**config.mk**
```make
export PLATFORM = sky130hd
export DESIGN_NAME = acx_crosspoint_ctrl
export DESIGN_NICKNAME = d
export VERILOG_FILES = /design/src/common/acx_pkg.sv /design/src/hdl/acx_debounce.sv /design/src/hdl/acx_crosspoint_ctrl.sv
export SDC_FILE = /design/constraint.sdc
export NUM_CORES = 1
export LEC_CHECK = 0
export ABC_AREA = 1
export BUFFER_PORTS_ARGS = -buffer_cell sky130_fd_sc_hd__buf_2
export CAP_MARGIN = 10
export CORE_ASPECT_RATIO = 0.5
export CORE_UTILIZATION = 60
export CTS_CLUSTER_SIZE = 28
export DETAILED_ROUTE_END_ITERATION = 8
export PLACE_DENSITY = 0.85
export SLEW_MARGIN = 20
export SYNTH_ARGS = -nofsm -noshare
export SYNTH_HDL_FRONTEND = slang
export SYNTH_HIERARCHICAL = 1
export SYNTH_SLANG_ARGS = --single-unit
```
**constraint.sdc**
```tcl
create_clock -name clock_in -period 3.55 [get_ports clock_in]
set_input_delay 0.5325 -clock clock_in [delete_from_list [all_inputs] [get_ports clock_in]]
set_output_delay 0.5325 -clock clock_in [all_outputs]
set_load 0.05 [all_outputs]
```
**src/common/acx_pkg.sv**
```systemverilog
// Shared constants, types and helper functions for the alt-mode crosspoint control block
package acx_pkg;

    // Clock rate and timing figures, each time kept in its own unit
    localparam int CLOCK_MHZ       = 40;
    localparam int DEBOUNCE_US     = 2000;                       // Least debounce time, 2 ms
    localparam int DEBOUNCE_CYCLES = DEBOUNCE_US * CLOCK_MHZ;    // Rounds up exactly at 40 MHz
    localparam int U2_IDLE_US      = 2000;                       // Idle time taken as U2
    localparam int U2_IDLE_CYCLES  = U2_IDLE_US * CLOCK_MHZ;
    localparam int U3_IDLE_US      = 10000;                      // Idle time taken as U3
    localparam int U3_IDLE_CYCLES  = U3_IDLE_US * CLOCK_MHZ;
    localparam int COUNT_W         = 20;                         // Width of long-time counters

    // Register map, byte addresses of aligned words
    localparam logic [7:0]  REG_CONFIG      = 8'h00;
    localparam logic [7:0]  REG_EQ_SELECT   = 8'h04;
    localparam logic [7:0]  REG_STATUS      = 8'h08;
    localparam logic [7:0]  REG_SNOOP       = 8'h0c;

    // Configuration register fields and reset value
    localparam int          CFG_FLIP_BIT    = 0;                 // orientation_select
    localparam int          CFG_USB_BIT     = 1;                 // usb_enable_select
    localparam int          CFG_DISP_BIT    = 2;                 // display_enable_select
    localparam int          CFG_OVR_BIT     = 3;                 // sideband_swap_override
    localparam int          CFG_SNOOP_BIT   = 4;                 // Snoop disable
    localparam int          CFG_LANE_LSB    = 8;                 // Manual lane enables [11:8]
    localparam logic [31:0] CONFIG_RESET    = 32'h0000_0f02;
    localparam logic [31:0] CONFIG_MASK     = 32'h0000_0f1f;
    localparam logic [31:0] EQ_SELECT_MASK  = 32'h0000_ffff;

    // Four-level strap codes, ordered low, resistor, float, high
    localparam logic [1:0]  LEVEL_LOW       = 2'h0;
    localparam logic [1:0]  LEVEL_RES       = 2'h1;
    localparam logic [1:0]  LEVEL_FLOAT     = 2'h2;
    localparam logic [1:0]  LEVEL_HIGH      = 2'h3;

    // Sink locations watched on the AUX channel
    localparam logic [19:0] LANE_COUNT_ADDR = 20'h0_0101;
    localparam logic [19:0] POWER_ADDR      = 20'h0_0600;
    localparam logic [4:0]  LANE_COUNT_RESET = 5'h04;
    localparam logic [2:0]  POWER_D0        = 3'h1;
    localparam logic [2:0]  POWER_D3        = 3'h2;
    localparam logic [3:0]  LANES_NONE      = 4'h0;
    localparam logic [3:0]  LANES_ONE       = 4'h1;
    localparam logic [3:0]  LANES_TWO       = 4'h3;
    localparam logic [3:0]  LANES_ALL       = 4'hf;

    typedef enum logic [3:0] {
        CFG_POWER_DOWN = 4'h1,
        CFG_USB_ONLY   = 4'h2,
        CFG_DP4        = 4'h4,
        CFG_USB_DP2    = 4'h8
    } acx_config_t;

    typedef enum logic [4:0] {
        LINK_DISC = 5'h01,
        LINK_U0   = 5'h02,
        LINK_U1   = 5'h04,
        LINK_U2   = 5'h08,
        LINK_U3   = 5'h10
    } acx_link_t;

    // Digital pin levels, all asynchronous to clock_in
    typedef struct packed {
        logic usb_enable_pin;
        logic display_enable_pin;
        logic flip_pin;
        logic sink_detect_pin;
        logic hot_plug_input;
        logic termination;
        logic elec_idle;
        logic lfps_upstream;
        logic lfps_downstream;
        logic ss_rate;
    } acx_pins_t;

    // Strap comparators, thermometer coded: bit0 above low, bit1 above resistor, bit2 above float
    typedef struct packed {
        logic [2:0] interface_select;
        logic [2:0] downstream_eq_strap1;
        logic [2:0] downstream_eq_strap0;
        logic [2:0] upstream_eq_strap1;
        logic [2:0] upstream_eq_strap0;
        logic [2:0] display_eq_strap1;
        logic [2:0] display_eq_strap0;
    } acx_strap_t;

    // One decoded AUX request seen on the channel, same clock domain
    typedef struct packed {
        logic        valid;
        logic        native_write;
        logic [19:0] address;
        logic [7:0]  data;
    } acx_aux_write_t;

    typedef struct packed {
        logic [3:0] downstream1;
        logic [3:0] downstream2;
        logic [3:0] upstream;
        logic [3:0] display;
        logic       downstream_on;
        logic       upstream_on;
    } acx_eq_t;

    typedef struct packed {
        logic p_to_sbu1;
        logic p_to_sbu2;
        logic n_to_sbu1;
        logic n_to_sbu2;
    } acx_aux_switch_t;

    // Control pair to configuration, shared by pin and register sources
    function automatic acx_config_t decode_config(input logic display_en, input logic usb_en);
        acx_config_t cfg;
        unique case ({display_en, usb_en})
            2'b00:   cfg = CFG_POWER_DOWN;
            2'b01:   cfg = CFG_USB_ONLY;
            2'b10:   cfg = CFG_DP4;
            default: cfg = CFG_USB_DP2;
        endcase
        return cfg;
    endfunction : decode_config

    // Thermometer comparator word to a 2-bit level code
    function automatic logic [1:0] level_code(input logic [2:0] therm);
        logic [1:0] code;
        code = therm[2] ? LEVEL_HIGH : therm[1] ? LEVEL_FLOAT : therm[0] ? LEVEL_RES : LEVEL_LOW;
        return code;
    endfunction : level_code

    // Lanes that a configuration carries
    function automatic logic [3:0] lanes_available(input acx_config_t cfg);
        logic [3:0] lanes;
        lanes = (cfg == CFG_DP4) ? LANES_ALL : (cfg == CFG_USB_DP2) ? LANES_TWO : LANES_NONE;
        return lanes;
    endfunction : lanes_available

endpackage : acx_pkg

```
**src/hdl/acx_debounce.sv**
```systemverilog
// Falling-edge debouncer: a rise passes at once, a fall only after a steady low period
module acx_debounce
    import acx_pkg::*;
#(
    parameter int CYCLES = DEBOUNCE_CYCLES
) (
    input  wire logic clock_in,
    input  wire logic reset_in,
    input  wire logic level_in,
    output logic      level_out
);

    localparam logic [COUNT_W-1:0] LAST = COUNT_W'(CYCLES - 1);

    logic               level_q;
    logic [COUNT_W-1:0] count_q;

    // Count consecutive low cycles while the filtered level is still high
    always_ff @(posedge clock_in) begin
        if (reset_in) begin
            level_q <= 1'b0;
            count_q <= '0;
        end else if (level_in) begin
            level_q <= 1'b1;
            count_q <= '0;
        end else if (level_q) begin
            if (count_q == LAST) begin
                level_q <= 1'b0;
                count_q <= '0;
            end else begin
                count_q <= count_q + 1'b1;
            end
        end
    end

    assign level_out = level_q;

endmodule : acx_debounce

```
**src/hdl/acx_crosspoint_ctrl.sv**
```systemverilog
// Control logic of the alt-mode redriving crosspoint: mode decode, sideband switch, EQ, AUX snoop
//
// Notes on behaviour
// - USB link state inferred from termination, idle, LFPS and rate only, never traffic.
// - LFPS present on a USB path turns that path's receiver equalization off.
// - Without LFPS, equalization uses strap setting, or register selects in register mode.
// - In DisplayPort configurations native AUX traffic is watched to manage lanes.
// - Native writes to sink locations 0x00101 and 0x00600 have their data captured.
// - Lanes follow the latest captured lane-count value.
// - Captured power state D3 disables every lane, else lane count rules.
// - Snooping on after reset; snoop-disable bit hands lane enables to registers in register mode, to all available lanes in pin mode.
// - Pin mode with sink-detect high: snooping suspended, every lane the configuration carries active.
// - Each strap resolves to low, resistor to ground, float or high.
// - Straps sampled at reset release, then strap bias resistors isolated.
// - Upstream, downstream and display EQ each use their own two straps.
// - Each EQ setting may instead come from registers.
// - Interface-select strap at level 0 selects pin-controlled mode.
// - Control pins decode to power down, USB only, 4-lane DP or USB plus 2-lane.
// - After power-up the block sits in USB-only until a control pin rises.
// - Display enable steers AUX to sideband straight or swapped; open after 2 ms low.
// - Lane routing per configuration is the same for pin and register sources.
// - Other interface-select levels use register configuration with the same decode.
// - Display-enable and hot-plug falling edges debounced over 2 to 10 ms.
module acx_crosspoint_ctrl
    import acx_pkg::*;
#(
    parameter int DEBOUNCE_LEN = DEBOUNCE_CYCLES,
    parameter int U2_IDLE_LEN  = U2_IDLE_CYCLES,
    parameter int U3_IDLE_LEN  = U3_IDLE_CYCLES
) (
    input  wire logic            clock_in,
    input  wire logic            reset_in,
    input  wire logic [7:0]      reg_address_in,
    input  wire logic [31:0]     reg_write_data_in,
    input  wire logic            reg_write_in,
    input  wire logic            reg_read_in,
    output logic      [31:0]     reg_read_data_out,
    input  wire acx_pins_t       pins_in,
    input  wire acx_strap_t      straps_in,
    input  wire acx_aux_write_t  aux_write_in,
    output acx_config_t          config_out,
    output logic                 flip_out,
    output acx_aux_switch_t      aux_switch_out,
    output acx_eq_t              eq_out,
    output logic      [3:0]      dp_lane_enable_out,
    output acx_link_t            link_state_out,
    output logic                 hot_plug_out,
    output logic                 bias_isolate_out
);

    localparam logic [COUNT_W-1:0] U2_LIMIT = COUNT_W'(U2_IDLE_LEN);
    localparam logic [COUNT_W-1:0] U3_LIMIT = COUNT_W'(U3_IDLE_LEN);

    localparam acx_aux_switch_t SW_STRAIGHT = '{p_to_sbu1: 1'b1, p_to_sbu2: 1'b0, n_to_sbu1: 1'b0, n_to_sbu2: 1'b1};
    localparam acx_aux_switch_t SW_SWAPPED  = '{p_to_sbu1: 1'b0, p_to_sbu2: 1'b1, n_to_sbu1: 1'b1, n_to_sbu2: 1'b0};
    localparam acx_aux_switch_t SW_OPEN     = '{default: 1'b0};

    // Pin and strap synchronisers; no reset so straps are valid at release
    acx_pins_t  pins_meta_q;
    acx_pins_t  pins_sync_q;
    acx_strap_t strap_meta_q;
    acx_strap_t strap_sync_q;

    always_ff @(posedge clock_in) begin
        pins_meta_q  <= pins_in;
        pins_sync_q  <= pins_meta_q;
        strap_meta_q <= straps_in;
        strap_sync_q <= strap_meta_q;
    end

    // Debounced control levels
    logic display_enable_deb;
    logic hot_plug_deb;

    acx_debounce #(
        .CYCLES   (DEBOUNCE_LEN)
    ) u_display_debounce (
        .clock_in (clock_in),
        .reset_in (reset_in),
        .level_in (pins_sync_q.display_enable_pin),
        .level_out(display_enable_deb)
    );

    acx_debounce #(
        .CYCLES   (DEBOUNCE_LEN)
    ) u_hot_plug_debounce (
        .clock_in (clock_in),
        .reset_in (reset_in),
        .level_in (pins_sync_q.hot_plug_input),
        .level_out(hot_plug_deb)
    );

    // Strap latch at reset release, then bias isolation
    logic       in_reset_q;
    logic       bias_isolate_q;
    logic [1:0] iface_code_q;
    logic [3:0] down_strap_q;
    logic [3:0] up_strap_q;
    logic [3:0] disp_strap_q;
    logic       strap_capture;

    assign strap_capture = in_reset_q & ~reset_in;

    always_ff @(posedge clock_in) begin
        if (reset_in) begin
            in_reset_q     <= 1'b1;
            bias_isolate_q <= 1'b0;
            iface_code_q   <= LEVEL_LOW;
            down_strap_q   <= '0;
            up_strap_q     <= '0;
            disp_strap_q   <= '0;
        end else begin
            in_reset_q <= 1'b0;
            if (strap_capture) begin
                bias_isolate_q <= 1'b1;
                iface_code_q   <= level_code(strap_sync_q.interface_select);
                down_strap_q   <= {level_code(strap_sync_q.downstream_eq_strap1),
                                   level_code(strap_sync_q.downstream_eq_strap0)};
                up_strap_q     <= {level_code(strap_sync_q.upstream_eq_strap1),
                                   level_code(strap_sync_q.upstream_eq_strap0)};
                disp_strap_q   <= {level_code(strap_sync_q.display_eq_strap1),
                                   level_code(strap_sync_q.display_eq_strap0)};
            end
        end
    end

    // Software registers
    logic [31:0] config_reg_q;
    logic [31:0] eq_select_q;
    logic        write_config;
    logic        write_eq;

    assign write_config = reg_write_in & (reg_address_in == REG_CONFIG);
    assign write_eq     = reg_write_in & (reg_address_in == REG_EQ_SELECT);

    always_ff @(posedge clock_in) begin
        if (reset_in) begin
            config_reg_q <= CONFIG_RESET;
            eq_select_q  <= '0;
        end else begin
            if (write_config) begin
                config_reg_q <= reg_write_data_in & CONFIG_MASK;
            end
            if (write_eq) begin
                eq_select_q <= reg_write_data_in & EQ_SELECT_MASK;
            end
        end
    end

    // USB-only hold after power-up until the controller raises the usb or display enable pin
    logic usb_hold_q;
    logic usb_pin_prev_q;
    logic disp_pin_prev_q;
    logic hold_release;

    // Rises pass the debouncer at once, so the synced pin gives the same edge without its reset artefact
    assign hold_release = (pins_sync_q.usb_enable_pin & ~usb_pin_prev_q) |
                          (pins_sync_q.display_enable_pin & ~disp_pin_prev_q);

    // Previous levels reset high: a pin already up at release is not a move
    always_ff @(posedge clock_in) begin
        if (reset_in) begin
            usb_hold_q      <= 1'b1;
            usb_pin_prev_q  <= 1'b1;
            disp_pin_prev_q <= 1'b1;
        end else begin
            usb_pin_prev_q  <= pins_sync_q.usb_enable_pin;
            disp_pin_prev_q <= pins_sync_q.display_enable_pin;
            if (hold_release) begin
                usb_hold_q <= 1'b0;
            end
        end
    end

    // Configuration source selection; one decode serves both sources
    logic        pin_mode;
    acx_config_t pin_config;
    acx_config_t reg_config;
    acx_config_t active_config;
    logic        active_flip;

    assign pin_mode      = (iface_code_q == LEVEL_LOW);
    assign pin_config    = usb_hold_q ? CFG_USB_ONLY :
                           decode_config(display_enable_deb, pins_sync_q.usb_enable_pin);
    assign reg_config    = decode_config(config_reg_q[CFG_DISP_BIT], config_reg_q[CFG_USB_BIT]);
    assign active_config = pin_mode ? pin_config : reg_config;
    assign active_flip   = pin_mode ? pins_sync_q.flip_pin : config_reg_q[CFG_FLIP_BIT];

    // Sideband switch steering; pin mode opens only after the debounced low
    acx_aux_switch_t pin_switch;
    acx_aux_switch_t reg_switch;
    acx_aux_switch_t switch_next;

    assign pin_switch  = ~display_enable_deb ? SW_OPEN :
                         (pins_sync_q.flip_pin ? SW_SWAPPED : SW_STRAIGHT);
    assign reg_switch  = config_reg_q[CFG_OVR_BIT] ? SW_SWAPPED :
                         ~config_reg_q[CFG_DISP_BIT] ? SW_OPEN :
                         (config_reg_q[CFG_FLIP_BIT] ? SW_SWAPPED : SW_STRAIGHT);
    assign switch_next = pin_mode ? pin_switch : reg_switch;

    // AUX snoop: capture lane count and power state from native writes
    logic       dp_mode;
    logic       snoop_active;
    logic       aux_native_write;
    logic [4:0] lane_count_q;
    logic [2:0] power_state_q;

    assign dp_mode          = (active_config == CFG_DP4) | (active_config == CFG_USB_DP2);
    assign snoop_active     = dp_mode & ~config_reg_q[CFG_SNOOP_BIT] &
                              ~(pin_mode & pins_sync_q.sink_detect_pin);
    assign aux_native_write = snoop_active & aux_write_in.valid & aux_write_in.native_write;

    always_ff @(posedge clock_in) begin
        if (reset_in) begin
            lane_count_q  <= LANE_COUNT_RESET;
            power_state_q <= POWER_D0;
        end else begin
            if (aux_native_write && aux_write_in.address == LANE_COUNT_ADDR) begin
                lane_count_q <= aux_write_in.data[4:0];
            end
            if (aux_native_write && aux_write_in.address == POWER_ADDR) begin
                power_state_q <= aux_write_in.data[2:0];
            end
        end
    end

    // Lane enables; unlisted counts enable no lane
    logic [3:0] lanes_avail;
    logic [3:0] count_lanes;
    logic [3:0] snoop_lanes;
    logic [3:0] manual_lanes;
    logic [3:0] lanes_next;

    assign lanes_avail  = lanes_available(active_config);
    assign count_lanes  = (lane_count_q == 5'h01) ? LANES_ONE :
                          (lane_count_q == 5'h02) ? LANES_TWO :
                          (lane_count_q == 5'h04) ? LANES_ALL : LANES_NONE;
    assign snoop_lanes  = (power_state_q == POWER_D3) ? LANES_NONE :
                          (count_lanes & lanes_avail);
    assign manual_lanes = pin_mode ? lanes_avail :
                          (config_reg_q[CFG_LANE_LSB +: 4] & lanes_avail);
    assign lanes_next   = snoop_active ? snoop_lanes : manual_lanes;

    // Equalization: LFPS turns a USB path's EQ off, setting from straps or registers
    acx_eq_t eq_next;

    assign eq_next.downstream1   = pin_mode ? down_strap_q : eq_select_q[3:0];
    assign eq_next.downstream2   = pin_mode ? down_strap_q : eq_select_q[7:4];
    assign eq_next.upstream      = pin_mode ? up_strap_q   : eq_select_q[11:8];
    assign eq_next.display       = pin_mode ? disp_strap_q : eq_select_q[15:12];
    assign eq_next.downstream_on = ~pins_sync_q.lfps_downstream;
    assign eq_next.upstream_on   = ~pins_sync_q.lfps_upstream;

    // Link power state from line conditions only
    acx_link_t          link_q;
    acx_link_t          link_d;
    logic [COUNT_W-1:0] idle_count_q;
    logic               line_idle;

    assign line_idle = pins_sync_q.elec_idle & ~pins_sync_q.lfps_upstream & ~pins_sync_q.lfps_downstream;

    always_comb begin
        link_d = link_q;
        if (!pins_sync_q.termination) begin
            link_d = LINK_DISC;
        end else if (!pins_sync_q.elec_idle && pins_sync_q.ss_rate) begin
            link_d = LINK_U0;
        end else if (line_idle) begin
            unique case (link_q)
                LINK_DISC: link_d = LINK_U0;
                LINK_U0:   link_d = LINK_U1;
                LINK_U1:   link_d = (idle_count_q >= U2_LIMIT) ? LINK_U2 : LINK_U1;
                LINK_U2:   link_d = (idle_count_q >= U3_LIMIT) ? LINK_U3 : LINK_U2;
                LINK_U3:   link_d = LINK_U3;
                default:   link_d = LINK_DISC;
            endcase
        end
    end

    // Idle time counter saturates; LFPS or traffic restarts it
    always_ff @(posedge clock_in) begin
        if (reset_in || !line_idle) begin
            idle_count_q <= '0;
        end else if (idle_count_q != '1) begin
            idle_count_q <= idle_count_q + 1'b1;
        end
    end

    // Register read data, valid for the one cycle after the strobe
    logic [31:0] status_word;
    logic [31:0] snoop_word;
    logic [31:0] read_mux;

    assign status_word = {3'h0, iface_code_q, down_strap_q, up_strap_q, disp_strap_q,
                          lanes_next, link_q, pin_mode, active_flip, active_config};
    assign snoop_word  = {16'h0000, 2'h0, hot_plug_deb, snoop_active, 1'h0,
                          power_state_q, 3'h0, lane_count_q};
    assign read_mux    = (reg_address_in == REG_CONFIG)    ? config_reg_q :
                         (reg_address_in == REG_EQ_SELECT) ? eq_select_q :
                         (reg_address_in == REG_STATUS)    ? status_word :
                         (reg_address_in == REG_SNOOP)     ? snoop_word : 32'h0000_0000;

    // Output stage; every output leaves from a flip-flop
    acx_config_t     config_q;
    logic            flip_q;
    acx_aux_switch_t switch_q;
    acx_eq_t         eq_q;
    logic [3:0]      lanes_q;
    logic            hot_plug_q;
    logic [31:0]     read_data_q;

    always_ff @(posedge clock_in) begin
        if (reset_in) begin
            config_q    <= CFG_USB_ONLY;
            flip_q      <= 1'b0;
            switch_q    <= SW_OPEN;
            eq_q        <= '0;
            lanes_q     <= LANES_NONE;
            link_q      <= LINK_DISC;
            hot_plug_q  <= 1'b0;
            read_data_q <= 32'h0000_0000;
        end else begin
            config_q    <= active_config;
            flip_q      <= active_flip;
            switch_q    <= switch_next;
            eq_q        <= eq_next;
            lanes_q     <= lanes_next;
            link_q      <= link_d;
            hot_plug_q  <= hot_plug_deb;
            read_data_q <= reg_read_in ? read_mux : 32'h0000_0000;
        end
    end

    assign config_out         = config_q;
    assign flip_out           = flip_q;
    assign aux_switch_out     = switch_q;
    assign eq_out             = eq_q;
    assign dp_lane_enable_out = lanes_q;
    assign link_state_out     = link_q;
    assign hot_plug_out       = hot_plug_q;
    assign bias_isolate_out   = bias_isolate_q;
    assign reg_read_data_out  = read_data_q;

endmodule : acx_crosspoint_ctrl

```
==> results.json <==
{
  "drive_above_1_share": 0.194,
  "worst_slew_pin_slew_ns": 0.895,
  "synth_common_cells": "240 x dfxtp_1, 229 x nand2_1, 176 x nor2_1",
  "power-per-cell-area_nw_per_um2": 491,
  "cts_hold_buffers": 0,
  "htreeDepth": 1,
  "synth_area_um2": 9610,
  "synth_edf_count": 0,
  "die_area_um2": 16600,
  "crit_start": "u_display_debounce/level_out",
  "cts_sinks": 240,
  "rsz0062_at_grt": "false",
  "cts_buffer_depth": 3,
  "hold_viol_final": 0,
  "grt_first_pass_wirelength_um": 37300,
  "ys_seq_elements": 240,
  "slew_violations": 0,
  "die_w_um": 181,
  "wl_per_cell_um": 14.4,
  "fillers": 1250,
  "hp-class": "primary input to register",
  "antenna_found_initial": 0,
  "fin_skew_ns": 0.0192,
  "drc": 0,
  "min_to": "strap_meta_q[20]",
  "rows": 32,
  "gp_congestion": 0.981,
  "reg2reg_depth": 8,
  "critPathCaptureType": "register",
  "timing.fmax_mhz": 509,
  "drv_cap": 0,
  "min_path_cells": 1,
  "maxSlewHeadroom": 0.403,
  "hold_start": "straps_in[20]",
  "critPathKind": "register to register",
  "clockRootBuffer": "clkbuf_16",
  "synth_cells": 1230,
  "power_switching_mw": 1.28,
  "first_pass_iters": 6,
  "netSwitchingFraction": 0.234,
  "synth_top_area_frac": 0.500,
  "gr-total-overflow": 0,
  "rr_endpoint": "reg_read_data_out[12]",
  "clk_latency_ns": 0.50,
  "io_pins": 175,
  "ant_nets": 0,
  "status": "complete, no violations",
  "crit_fanout": 23,
  "numCtsBuffers": 21,
  "io_buffers": 152,
  "drt_iter0_drc": 814,
  "cp.arrival_ns": 2.36,
  "n_antenna_cell": 0,
  "cts_setup_buffers": 0,
  "combPwrFrac": 0.061,
  "pre_cts_ws_ns": 1.49,
  "ys_types": 43,
  "finalSetupViolCount": 0,
  "yosysTopAreaCell": "dfxtp_1",
  "reg2reg_from": "u_display_debounce/level_out",
  "cts_tree": "yes",
  "place_hpwl_um": 16700,
  "yosys.cell_count.top_type": "dfxtp_1",
  "via_per_inst": 5.32,
  "core_um2": 15500,
  "setup_tns_ns": 0,
  "post_cts_resized": 0,
  "ir_worst_vdd_mv": 0.420,
  "fin_crit_sh": 0.553,
  "seqPwrFrac": 0.513,
  "hold_ws_ns": 0.125,
  "clockPowerShare": 0.426,
  "ys_top_cells_by_area": "dfxtp_1 50%, nand2_1 8.9%, nor2_1 6.9%",
  "nNetsFinal": 1488,
  "synth-seq-area-share": 0.500,
  "area_delta_synth_final_pct": 16.2,
  "vias": 8507,
  "async_flop_share": 0,
  "cp_data_required_time_ns": 3.95,
  "ys_warn_count": 6,
  "grt_usage": 0.277,
  "start_util": 0.618,
  "fin_ws_ns": 1.59,
  "rrSetupSlack_ns": 1.59,
  "routed_wl_um": 23000,
  "synthFlopType": "dfxtp_1",
  "layout_min_cycle_time_ns": 1.96,
  "clkSlewWorstSetupHoldPaths_ns": 0.07,
  "die_y_um": 91.5,
  "syn_avg_cell_area_um2": 7.81,
  "cellLeakagePower_nw": 4.81,
  "grt_max_degree": 54,
  "p_int_mw": 4.20,
  "total_power_mw": 5.48,
  "start_kind": "register",
  "grt_pass1_vias": 7910
}
-- cell usage in the layout, fill, tap and decap left out, drive strengths merged, types with 3 or more instances in the layout --
| cell type | n |
|---|---|
| conb | 3 |
| o21ai | 58 |
| o22ai | 5 |
| xor2 | 17 |
| dfxtp | 240 |
| nor3 | 31 |
| xnor2 | 11 |
| a21oi | 80 |
| nand4 | 25 |
| a211oi | 7 |
| ha | 4 |
| buf | 155 |
| clkbuf | 30 |
| clkinv | 4 |
| nand2 | 247 |
| nand3 | 85 |
| inv | 154 |
| o211ai | 4 |
| nor2 | 213 |
| a31oi | 9 |
-- worst max-delay path by stage --
stage               slack (ns)               endpoint  depth (start not counted)
floorplan                 1.99  reg_read_data_out[16]                          9
global placement          1.53  reg_read_data_out[13]                         11
detailed placement        1.49         eq_select_q[5]                          9
CTS                       1.62        lane_count_q[1]                          8
global route              1.41        lane_count_q[3]                          8
finish                    1.59  reg_read_data_out[12]                          8
-- stage by stage --
step | instances | instance area [um2] | utilization
3_5_place_dp | 1560 | 10400 | 0.672
6_report | 1598 | 11200 | 0.718
5_1_grt | 1598 | 11200 | 0.718
2_1_floorplan | 1232 | 9610 | -
3_3_place_gp | 1560 | 10400 | 0.672
4_1_cts | 1598 | 11200 | 0.718
-- registers in the layout, summed over array words and instances, names as in the netlist, 16 cells and up --
| register | flops |
|---|---|
| idle_count_q | 20 |
| eq_select_q | 16 |
| strap_sync_q | 21 |
| eq_out | 18 |
| reg_read_data_out | 29 |
| u_display_debounce/count_q | 20 |
| u_hot_plug_debounce/count_q | 20 |
| strap_meta_q | 21 |
-- power groups by stage --
stage / Clock (mW) / Combinational (mW) / Sequential [mW]
3_3_place_gp: 0 / 0.318 / 2.87
3_5_place_dp: 0 / 0.326 / 2.87
4_1_cts: 2.36 / 0.331 / 2.81
5_1_grt: 2.47 / 0.359 / 2.82
2_1_floorplan: 0 / 0.162 / 2.92
6_report: 2.33 / 0.334 / 2.81
-- logic make-up after synthesis --
kind of cell	after synthesis	synth area share
adders and majority gates	4	0.00521
and+or+nand+nor	608	0.295
other	1	0.000390
DFF	240	0.500
buffers and inverters	184	0.0812
xor gates and xnor gates	28	0.0255
AOI/OAI and AO/OA	165	0.0926
-- layer usage --
| metal | vias up | global-route usage | wire (um) |
|---|---|---|---|
| met2 | 357 | 0.464 | 10500 |
| met3 | 54 | 0.0473 | 1680 |
| met1 | 3873 | 0.357 | 10100 |
| met4 | 0 | 0.111 | 669 |
| met5 | - | 0 | 0 |
| li1 | 4223 | - | - |
-- cell type report --
cell class	count	area [um2]	area share
sequential	240	4800	0.431
multi-input combinational	808	4030	0.361
timing repair buffer	155	783	0.0702
clock buffer	30	599	0.0537
inverter	153	574	0.0515
tap	204	255	0.0229
clock inverter	8	111	0.00998
-- critical path, stage by stage, from the launching register on --
cell	delay (ns)
dfxtp_1	0.91
nand2_1	0.15
nand3_2	0.15
nand2_4	0.08
nor2_8	0.15
nand3_1	0.09
nand2_1	0.07
inv_1	0.04
a21oi_1	0.21
Power figures use the tool's default switching activity.
